==> src/rtl/angle_gen_pkg.sv <==
package angle_gen_pkg;

	// Clock and derived time bases
	localparam longint CLK_HZ = 25_000_000;
	localparam int CYCLES_PER_US = int'(CLK_HZ / 1_000_000);
	localparam int ACCEPT_DELAY_MAX_US = 1000;
	localparam int ACCEPT_DELAY_MAX_CYC = ACCEPT_DELAY_MAX_US * CYCLES_PER_US;

	// Profile, role and bus codes
	localparam logic [1:0] PROF_FOUR = 2'h0;
	localparam logic [1:0] PROF_ELEC = 2'h1;
	localparam logic [1:0] PROF_TWO = 2'h2;
	localparam logic ROLE_SLAVE = 1'h0;
	localparam logic ROLE_MASTER = 1'h1;
	localparam logic [7:0] BUS_LINE0 = 8'h00;
	localparam logic [7:0] BUS_LINE1 = 8'h01;
	localparam logic [7:0] BUS_NONE = 8'hFF;

	// Speed limits in command units (0.001 rpm, 0.0005 rpm for two-stroke)
	localparam longint UNITS_PER_RPM = 1000;
	localparam longint UNITS_PER_RPM_TWO = 2000;
	localparam longint MAX_RPM_FOUR = 60000;
	localparam longint MAX_RPM_TWO = 30000;
	localparam longint MAX_RPM_ELEC = 30000;
	localparam logic signed [31:0] SPD_LIM_FOUR =
		32'(MAX_RPM_FOUR * UNITS_PER_RPM);
	localparam logic signed [31:0] SPD_LIM_TWO =
		32'(MAX_RPM_TWO * UNITS_PER_RPM_TWO);
	localparam logic signed [31:0] SPD_LIM_ELEC =
		32'(MAX_RPM_ELEC * UNITS_PER_RPM);

	// Angle is 1/65536 of a cycle; remainder scaled by 2^SPD_SHIFT
	localparam int SPD_SHIFT = 5;
	localparam longint ANGLE_STEPS = 65536;
	localparam longint REV_TICKS = 60 * CLK_HZ * UNITS_PER_RPM;
	localparam logic signed [35:0] STEP_ELEC =
		36'(REV_TICKS * (1 << SPD_SHIFT) / ANGLE_STEPS);
	localparam logic signed [35:0] STEP_FOUR = 36'(2 * REV_TICKS *
		(1 << SPD_SHIFT) / ANGLE_STEPS);
	localparam logic signed [35:0] STEP_TWO = 36'(60 * CLK_HZ *
		UNITS_PER_RPM_TWO * (1 << SPD_SHIFT) / ANGLE_STEPS);
	localparam int ADV_ITER = 3;
	localparam logic [15:0] ANGLE_LSB = 16'h0001;
	localparam int AC_BIT = 2;
	localparam logic [15:0] AC_STEP = 16'h0004;

	// Secondary phase
	localparam logic signed [17:0] PHASE_FULL = 18'sh10000;
	localparam logic [9:0] SLEW_MAX = 10'd1000;
	localparam logic [35:0] SLEW_LIMIT = 36'(360 * CLK_HZ);
	localparam int SLEW_SCALE_SH = 16;
	localparam logic [9:0] DELAY_MAX_US = 10'd1000;

	// Register indices
	localparam logic [3:0] REG_CTRL = 4'h0;
	localparam logic [3:0] REG_START = 4'h1;
	localparam logic [3:0] REG_SPEED = 4'h2;
	localparam logic [3:0] REG_TARGET = 4'h3;
	localparam logic [3:0] REG_DELAY = 4'h4;
	localparam logic [3:0] REG_PHASE = 4'h5;
	localparam logic [3:0] REG_SLEW = 4'h6;
	localparam logic [3:0] REG_ANGLE = 4'h7;
	localparam logic [3:0] REG_SECOND = 4'h8;
	localparam logic [3:0] REG_STATUS = 4'h9;
	localparam int CTRL_INIT_BIT = 4;

	typedef struct packed {
		logic [7:0] bus_sel;
		logic [2:0] rsvd;
		logic init;
		logic adapt;
		logic role;
		logic [1:0] profile;
	} ctrl_t;

	typedef struct packed {
		logic [15:0] angle;
		logic signed [35:0] rem;
	} adv_t;

	typedef enum logic {
		CAP_IDLE = 1'b0,
		CAP_WAIT = 1'b1
	} cap_state_t;

endpackage

==> src/rtl/engine_angle_generator.sv <==
`timescale 1ns/1ps
// Summary of operation
// - Profile code selects four-stroke, electric, two-stroke
// - Role slave/master; bus line 0, 1, none
// - Start angle spans full profile cycle
// - Initialization restarts rotation at start angle
// - Four-stroke speed +-60000 rpm, 0.001 step
// - Two-stroke speed +-30000 rpm, 0.0005 step
// - Negative speed turns angle backwards
// - Crank angle reported over profile cycle
// - Electric speed +-30000 rpm, 0.001 step
// - Target angle used only in adaptive master, electric profile
// - Targets taken after programmable trigger delay
// - Secondary angle offset by programmable phase
// - Phase changes slew at rate; zero immediate
// - Rotor angle reported 0 to 360
// - Secondary angle reported 0 to 360
// - Master drives sync line; slave follows it
module engine_angle_generator
	import angle_gen_pkg::*;
#(
	parameter int DELAY_MAX_CYC = ACCEPT_DELAY_MAX_CYC
) (
	input wire logic mclk_in,
	input wire logic reset_in,
	input wire logic [3:0] addr_in,
	input wire logic [31:0] wdata_in,
	input wire logic wr_in,
	input wire logic rd_in,
	output logic [31:0] rdata_out,
	input wire logic [1:0] sync_in,
	output logic [1:0] sync_out,
	output logic [1:0] sync_oe_out,
	input wire logic trigger_in,
	output logic [15:0] angle_out,
	output logic [15:0] secondary_out
);

	function automatic logic signed [31:0] clamp_speed(
		input logic [1:0] prof, input logic signed [31:0] raw);
		logic signed [31:0] lim;
		unique case (prof)
			PROF_FOUR: lim = SPD_LIM_FOUR;
			PROF_TWO: lim = SPD_LIM_TWO;
			default: lim = SPD_LIM_ELEC;
		endcase
		if (raw > lim) begin
			return lim;
		end else if (raw < -lim) begin
			return -lim;
		end
		return raw;
	endfunction

	function automatic logic signed [35:0] step_of(input logic [1:0] prof);
		unique case (prof)
			PROF_FOUR: return STEP_FOUR;
			PROF_TWO: return STEP_TWO;
			default: return STEP_ELEC;
		endcase
	endfunction

	function automatic logic is_master(input ctrl_t c);
		return c.role == ROLE_MASTER;
	endfunction

	function automatic adv_t advance(input logic [15:0] a,
		input logic signed [35:0] r, input logic signed [31:0] spd,
		input logic signed [35:0] st);
		adv_t res;
		res.angle = a;
		res.rem = r + (36'(spd) <<< SPD_SHIFT);
		for (int i = 0; i < ADV_ITER; i++) begin
			if (res.rem >= st) begin
				res.rem = res.rem - st;
				res.angle = res.angle + ANGLE_LSB;
			end else if (res.rem < 0) begin
				res.rem = res.rem + st;
				res.angle = res.angle - ANGLE_LSB;
			end
		end
		return res;
	endfunction

	ctrl_t ctrl_r;
	logic [15:0] start_r;
	logic signed [31:0] speed_cmd_r;
	logic [15:0] target_r;
	logic [9:0] delay_us_r;
	logic signed [17:0] phase_tgt_r;
	logic [9:0] slew_r;
	logic init_r;
	logic [1:0] sync_m_r;
	logic [1:0] sync_s_r;
	logic [1:0] sync_d_r;
	logic trig_m_r;
	logic trig_s_r;
	logic trig_d_r;
	cap_state_t cap_state_r;
	logic [15:0] cap_cnt_r;
	logic cap_fire_r;
	logic signed [31:0] speed_eff_r;
	logic [15:0] angle_r;
	logic signed [35:0] rem_r;
	logic signed [17:0] phase_now_r;
	logic [35:0] slew_acc_r;
	logic ac_r;

	logic cfg_err;
	logic adaptive;
	logic line_sel;
	logic line_used;
	logic slave_edge;
	logic trig_rise;
	logic signed [31:0] speed_lim;
	adv_t adv_nxt;
	logic [15:0] delay_load;
	logic [15:0] secondary_nxt;

	always_comb begin
		// Illegal profile or bus code, or no line in slave role, stops the generator
		cfg_err = (ctrl_r.profile != PROF_FOUR) &&
			(ctrl_r.profile != PROF_ELEC) && (ctrl_r.profile != PROF_TWO);
		if ((ctrl_r.bus_sel != BUS_LINE0) && (ctrl_r.bus_sel != BUS_LINE1)
			&& !((ctrl_r.bus_sel == BUS_NONE) &&
			is_master(ctrl_r))) begin
			cfg_err = 1'b1;
		end
		adaptive = is_master(ctrl_r) && ctrl_r.adapt;
		line_sel = ctrl_r.bus_sel[0];
		line_used = (ctrl_r.bus_sel != BUS_NONE);
		slave_edge = sync_s_r[line_sel] ^ sync_d_r[line_sel];
		trig_rise = trig_s_r && !trig_d_r;
		speed_lim = clamp_speed(ctrl_r.profile, speed_cmd_r);
		adv_nxt = advance(angle_r, rem_r, speed_eff_r,
			step_of(ctrl_r.profile));
		delay_load = 16'(32'(delay_us_r) * CYCLES_PER_US);
		if (32'(delay_load) > DELAY_MAX_CYC) begin
			delay_load = 16'(DELAY_MAX_CYC);
		end
		secondary_nxt = angle_r + phase_now_r[15:0];
	end

	// Register writes
	always_ff @(posedge mclk_in or posedge reset_in) begin
		if (reset_in) begin
			ctrl_r <= '0;
			start_r <= '0;
			speed_cmd_r <= '0;
			target_r <= '0;
			delay_us_r <= '0;
			phase_tgt_r <= '0;
			slew_r <= '0;
			init_r <= 1'b0;
		end else begin
			init_r <= wr_in && (addr_in == REG_CTRL) &&
				wdata_in[CTRL_INIT_BIT];
			if (wr_in) begin
				unique case (addr_in)
					REG_CTRL: begin
						ctrl_r <= ctrl_t'(wdata_in[$bits(ctrl_t)-1:0]);
						ctrl_r.init <= 1'b0;
						ctrl_r.rsvd <= '0;
					end
					REG_START: start_r <= wdata_in[15:0];
					REG_SPEED: speed_cmd_r <= wdata_in;
					REG_TARGET: target_r <= wdata_in[15:0];
					REG_DELAY: begin
						delay_us_r <= (wdata_in[9:0] > DELAY_MAX_US) ?
							DELAY_MAX_US : wdata_in[9:0];
					end
					REG_PHASE: begin
						if ($signed(wdata_in[17:0]) > PHASE_FULL ||
							$signed(wdata_in[17:0]) < -PHASE_FULL) begin
							phase_tgt_r <= wdata_in[17] ? -PHASE_FULL :
								PHASE_FULL;
						end else begin
							phase_tgt_r <= $signed(wdata_in[17:0]);
						end
					end
					REG_SLEW: begin
						slew_r <= (wdata_in[9:0] > SLEW_MAX) ?
							SLEW_MAX : wdata_in[9:0];
					end
					default: ;
				endcase
			end
		end
	end

	// Register reads, data one cycle after the strobe
	always_ff @(posedge mclk_in or posedge reset_in) begin
		if (reset_in) begin
			rdata_out <= '0;
		end else if (rd_in) begin
			unique case (addr_in)
				REG_CTRL: rdata_out <= 32'(ctrl_r);
				REG_START: rdata_out <= 32'(start_r);
				REG_SPEED: rdata_out <= speed_cmd_r;
				REG_TARGET: rdata_out <= 32'(target_r);
				REG_DELAY: rdata_out <= 32'(delay_us_r);
				REG_PHASE: rdata_out <= 32'(phase_tgt_r);
				REG_SLEW: rdata_out <= 32'(slew_r);
				REG_ANGLE: rdata_out <= 32'(angle_r);
				REG_SECOND: rdata_out <= 32'(secondary_out);
				REG_STATUS: rdata_out <= {28'h0000000,
					(phase_now_r != phase_tgt_r),
					(cap_state_r == CAP_WAIT), !cfg_err, cfg_err};
				default: rdata_out <= '0;
			endcase
		end else begin
			rdata_out <= '0;
		end
	end

	// Pin synchronisers
	always_ff @(posedge mclk_in or posedge reset_in) begin
		if (reset_in) begin
			sync_m_r <= '0;
			sync_s_r <= '0;
			sync_d_r <= '0;
			trig_m_r <= 1'b0;
			trig_s_r <= 1'b0;
			trig_d_r <= 1'b0;
		end else begin
			sync_m_r <= sync_in;
			sync_s_r <= sync_m_r;
			sync_d_r <= sync_s_r;
			trig_m_r <= trigger_in;
			trig_s_r <= trig_m_r;
			trig_d_r <= trig_s_r;
		end
	end

	// Delayed take-over of target speed, and of target angle in electric profile
	always_ff @(posedge mclk_in or posedge reset_in) begin
		if (reset_in) begin
			cap_state_r <= CAP_IDLE;
			cap_cnt_r <= '0;
			cap_fire_r <= 1'b0;
		end else begin
			cap_fire_r <= 1'b0;
			unique case (cap_state_r)
				CAP_IDLE: begin
					if (adaptive && trig_rise) begin
						cap_cnt_r <= delay_load;
						cap_state_r <= CAP_WAIT;
					end
				end
				CAP_WAIT: begin
					if (!adaptive) begin
						cap_state_r <= CAP_IDLE;
					end else if (cap_cnt_r == '0) begin
						cap_fire_r <= 1'b1;
						cap_state_r <= CAP_IDLE;
					end else begin
						cap_cnt_r <= cap_cnt_r - 16'h0001;
					end
				end
			endcase
		end
	end

	// Effective speed: immediate unless adaptive master
	always_ff @(posedge mclk_in or posedge reset_in) begin
		if (reset_in) begin
			speed_eff_r <= '0;
		end else if (!adaptive || cap_fire_r) begin
			speed_eff_r <= speed_lim;
		end
	end

	// Angle generation
	always_ff @(posedge mclk_in or posedge reset_in) begin
		if (reset_in) begin
			angle_r <= '0;
			rem_r <= '0;
		end else if (init_r) begin
			angle_r <= start_r;
			rem_r <= '0;
		end else if (cfg_err) begin
			rem_r <= rem_r;
		end else if (cap_fire_r && ctrl_r.profile == PROF_ELEC) begin
			angle_r <= target_r;
			rem_r <= '0;
		end else if (!is_master(ctrl_r)) begin
			// Slave steps a fixed amount per angle-clock edge
			// Direction follows the sign of the commanded speed
			if (slave_edge) begin
				angle_r <= (speed_eff_r < 0) ? angle_r - AC_STEP :
					angle_r + AC_STEP;
			end
		end else begin
			angle_r <= adv_nxt.angle;
			rem_r <= adv_nxt.rem;
		end
	end

	// Secondary phase slewing
	always_ff @(posedge mclk_in or posedge reset_in) begin
		if (reset_in) begin
			phase_now_r <= '0;
			slew_acc_r <= '0;
		end else if (slew_r == '0) begin
			phase_now_r <= phase_tgt_r;
			slew_acc_r <= '0;
		end else if (phase_now_r == phase_tgt_r) begin
			slew_acc_r <= '0;
		end else if (slew_acc_r >= SLEW_LIMIT) begin
			slew_acc_r <= slew_acc_r - SLEW_LIMIT;
			phase_now_r <= (phase_now_r < phase_tgt_r) ?
				phase_now_r + 18'sh00001 : phase_now_r - 18'sh00001;
		end else begin
			slew_acc_r <= slew_acc_r + (36'(slew_r) << SLEW_SCALE_SH);
		end
	end

	// Angle clock and outputs
	always_ff @(posedge mclk_in or posedge reset_in) begin
		if (reset_in) begin
			ac_r <= 1'b0;
			sync_out <= '0;
			sync_oe_out <= '0;
			angle_out <= '0;
			secondary_out <= '0;
		end else begin
			// Angle clock is one angle bit, two cycles behind
			ac_r <= angle_r[AC_BIT];
			sync_out <= {2{ac_r}};
			sync_oe_out <= '0;
			if (is_master(ctrl_r) && line_used && !cfg_err) begin
				sync_oe_out[line_sel] <= 1'b1;
			end
			angle_out <= angle_r;
			secondary_out <= secondary_nxt;
		end
	end

endmodule

==> config.mk <==
export PLATFORM = sky130hd
export DESIGN_NAME = engine_angle_generator
export DESIGN_NICKNAME = d
export VERILOG_FILES = /design/src/rtl/angle_gen_pkg.sv /design/src/rtl/engine_angle_generator.sv
export SDC_FILE = /design/constraint.sdc
export NUM_CORES = 2
export LEC_CHECK = 0
export ABC_AREA = 1
export BUFFER_PORTS_ARGS = -buffer_cell sky130_fd_sc_hd__buf_2
export CORE_ASPECT_RATIO = 2
export CORE_MARGIN = 4
export CORE_UTILIZATION = 50
export CTS_CLUSTER_SIZE = 16
export DETAILED_ROUTE_END_ITERATION = 10
export PLACE_DENSITY = 0.69
export SLEW_MARGIN = 20
export SYNTH_ARGS = -nofsm -noshare
export SYNTH_HDL_FRONTEND = slang
export SYNTH_SLANG_ARGS = --single-unit
export TNS_END_PERCENT = 50
==> constraint.sdc <==
create_clock -name mclk_in -period 13.5 [get_ports mclk_in]
set_input_delay 0.675 -clock mclk_in [delete_from_list [all_inputs] [get_ports mclk_in]]
set_output_delay 0.675 -clock mclk_in [all_outputs]
set_load 0.01 [all_outputs]
==> summary.txt <==
Clocking
  • H-Tree Depth: 1
  • Clk buf depth: 3
  • Root Buffer: clkbuf_16
  • Hold_buf cts: 0
  • Num CTS Buffers: 30
  • CTS tree: built
  • Clk_lat worst skew: 0.65 ns
  • Clock-pin slew on the worst setup and hold paths: 0.07 ns
  • Setup bufs post-CTS: 0
  • Sink Count: 338
  • Post-cts gate resize count: 0

Logic synthesis
  • Syn nets: 5737
  • Most frequent cells after synthesis: nand2_1 (1481), inv_1 (654), nor2_1 (569)
  • Ys Warns: 0
  • Yosys top cell by area: dfrtp_1
  • Top post-synthesis cells by area: dfrtp_1 (24%), nand2_1 (16%), ha_1 (9.7%), inv_1 (7.1%), nor2_1 (6.2%)
  • Post-synth cell types: 74
  • Post-synth EDFFs: 0
  • Most numerous cell in the Yosys netlist: nand2_1
  • Register area share after synthesis: 24.42%
  • Asr flop ratio synth: 100.0%
  • Top-area cell type share of the netlist area: 24.42%
  • Post-synthesis cell count: 5416
  • Top_reg_cell synth: dfrtp_1
  • Synthesized flop and latch total: 338
  • Cell area after synthesis: 0.03464 mm²
  • Syn avg cell area: 6.396 µm²

Global routing
  • Vias in the first global route: 38.95k
  • Largest net degree at the start of global routing: 83
  • First-pass GRT wire length: 248600 µm
  • Initial antenna violation count: 5
  • Tot GR Track Use: 44.99%
  • Global route overflow: 0

Finish
  • Final instance area: 0.03705 mm²
  • Layout cells sized above 1: 6.944%
  • P&R area growth vs syn: 6.957%
  • Fillers: 7163
  • Final #Nets: 5770

Place
  • Dpl ws: 1.060 ns
  • Port-buffer cells: 110
  • RD Place Congestion: 1.098
  • Detailed-placement wirelength estimate: 136900 µm
  • Placed cell areas: 0.03593 mm²

Setup path
  • Reg-to-reg slack, setup: 0.56 ns
  • Cell mode on critical path: nand2_1
  • Data required, critical path: 13.99 ns
  • Crit start category: flop
  • Worst-path fanout max: 43
  • Worst r2r src: speed_eff_r[0]
  • Critical path class: reg2reg
  • Worst reg2reg path depth: 54
  • Crit path DAT: 13.43 ns
  • Critical Path Max Stage Delay: 0.87 ns
  • RR Endpoint: rem_r[14]
  • Worst path slowest cell: a221oi_1
  • Worst Setup End Kind: flop

Floorplanning
  • Chip height: 380.2 µm
  • Die ar.: 0.07381 mm²
  • Die Wd: 194.1 µm
  • # IOs: 111
  • Floorplan Core Area: 0.06875 mm²
  • Rows: 136
  • Starting density of the core: 50.39%

Detailed routing
  • WL/cell: 27.00 µm
  • Initial DRC count: 3381
  • DRT Pass-1 Iters: 10
  • DRC: 0
  • Via count: 39.08k
  • DRT antenna net count: 0
  • Avg Vias per Cell: 6.134
  • Final WL: 172100 µm

Timing
  • FMAX: 0.07730 GHz
  • Final Hold Fails: 0
  • Final setup fails: 0
  • Relative slew slack: 15.11%
  • Period minus WS final: 12.94 ns
  • RSZ-0062 raised after global routing: no
  • Final worst-path cycle share: 95.83%
  • Post-Route Skew: 0.03255 ns
  • TNS Setup: 0 ns
  • Slew at the pin closest to its max-slew limit: 1.273 ns
  • Final Slew Violations: 0
  • Crit path setup slack, layout: 0.5629 ns

Outcome
  • Status: complete, no violations

Flow run
  • Maxcap violations: 0

Worst hold path
  • Min-Delay Path Class: in2async
## how the worst max path moves through the flow
| stage | from | to | slack, ns | cells after the start |
|---|---|---|---|---|
| after floorplan | reset_in | angle_out[0] | 3.46 | 1 |
| after global placement | speed_eff_r[0] | rem_r[9] | 1.17 | 54 |
| after detailed placement | speed_eff_r[0] | rem_r[14] | 1.06 | 54 |
| after CTS | speed_eff_r[0] | rem_r[14] | 1.03 | 54 |
| after global routing | speed_eff_r[0] | rem_r[14] | 0.11 | 54 |
| final | speed_eff_r[0] | rem_r[14] | 0.56 | 54 |
## cells by family after synthesis
logic type               count (synthesis)  share of synthesized area (%)
multiplexers                             9                         0.2890
flip-flops                             338                          24.42
buffers and inverters                  836                          9.428
adder cells (fa/ha/maj)                278                          10.26
XOR/XNOR                               226                          5.736
AND/OR/NAND/NOR                       2748                          33.79
AO/OA/AOI/OAI                          981                          16.08
## cell usage in the layout (no fill, tap or decap), types with 43 or more instances in the layout
master / n
a21oi_1: 345
buf_2: 110
dfrtp_1: 337
ha_1: 268
inv_1: 652
nand2_1: 1480
nand2_2: 60
nand3_1: 368
nand4_1: 64
nor2_1: 567
nor3_1: 77
o21ai_0: 343
o21ai_1: 43
xor2_1: 189
## critical path, delay by kind of cell, from the launching register on
family                   cells  cell delay (ns)
AND/OR/NAND/NOR             37             6.16
buffers and inverters        7             1.82
flip-flops                   1             0.40
AO/OA/AOI/OAI                4             2.02
XOR/XNOR                     1             0.19
adder cells (fa/ha/maj)      5             2.05
## state kept, by name, summed over array words and instances (netlist names), 12 cells and up
name / cells
rdata_out: 32
angle_out: 16
angle_r: 16
rem_r: 36
ctrl_r: 12
phase_now_r: 18
secondary_out: 16
slew_acc_r: 27
phase_tgt_r: 18
start_r: 16
cap_cnt_r: 16
target_r: 16
speed_eff_r: 32
speed_cmd_r: 32
## final cells by class
cell class,instances,area (µm²),share of cell area [%]
multi-input combinational,4242,22950,61.95
inverter,694,2613,7.052
timing repair buffer,143,809.5,2.185
clock inverter,14,193.9,0.5235
tap,897,1122,3.029
antenna,3,7.507,0.02026
sequential,338,8459,22.83
clock buffer,41,892.1,2.408
## layer usage
layer,part of all wire [%],GRT usage [%],vias up,wire length (µm)
met5,0.019,0.1323,-,33
met4,16,54.43,4,27630
met3,6.4,9.701,1128,11090
met2,49,78.79,2128,84180
met1,29,37.85,18020,49130
li1,-,-,17803,-
## metrics by stage
step | utilization, % | std cells | hold slack, ns
after floorplan | - | 5416 | 0.3312
after global placement | 52.26 | 6313 | 0.3490
after detailed placement | 52.26 | 6313 | 0.3496
after CTS | 53.84 | 6368 | 0.1225
after global routing | 53.88 | 6369 | 0.1310
final | 53.89 | 6372 | 0.1100
Power is left out: the tool's default activity adds up to more than one toggle a clock period on the data nets, which glitch-free logic cannot reach.
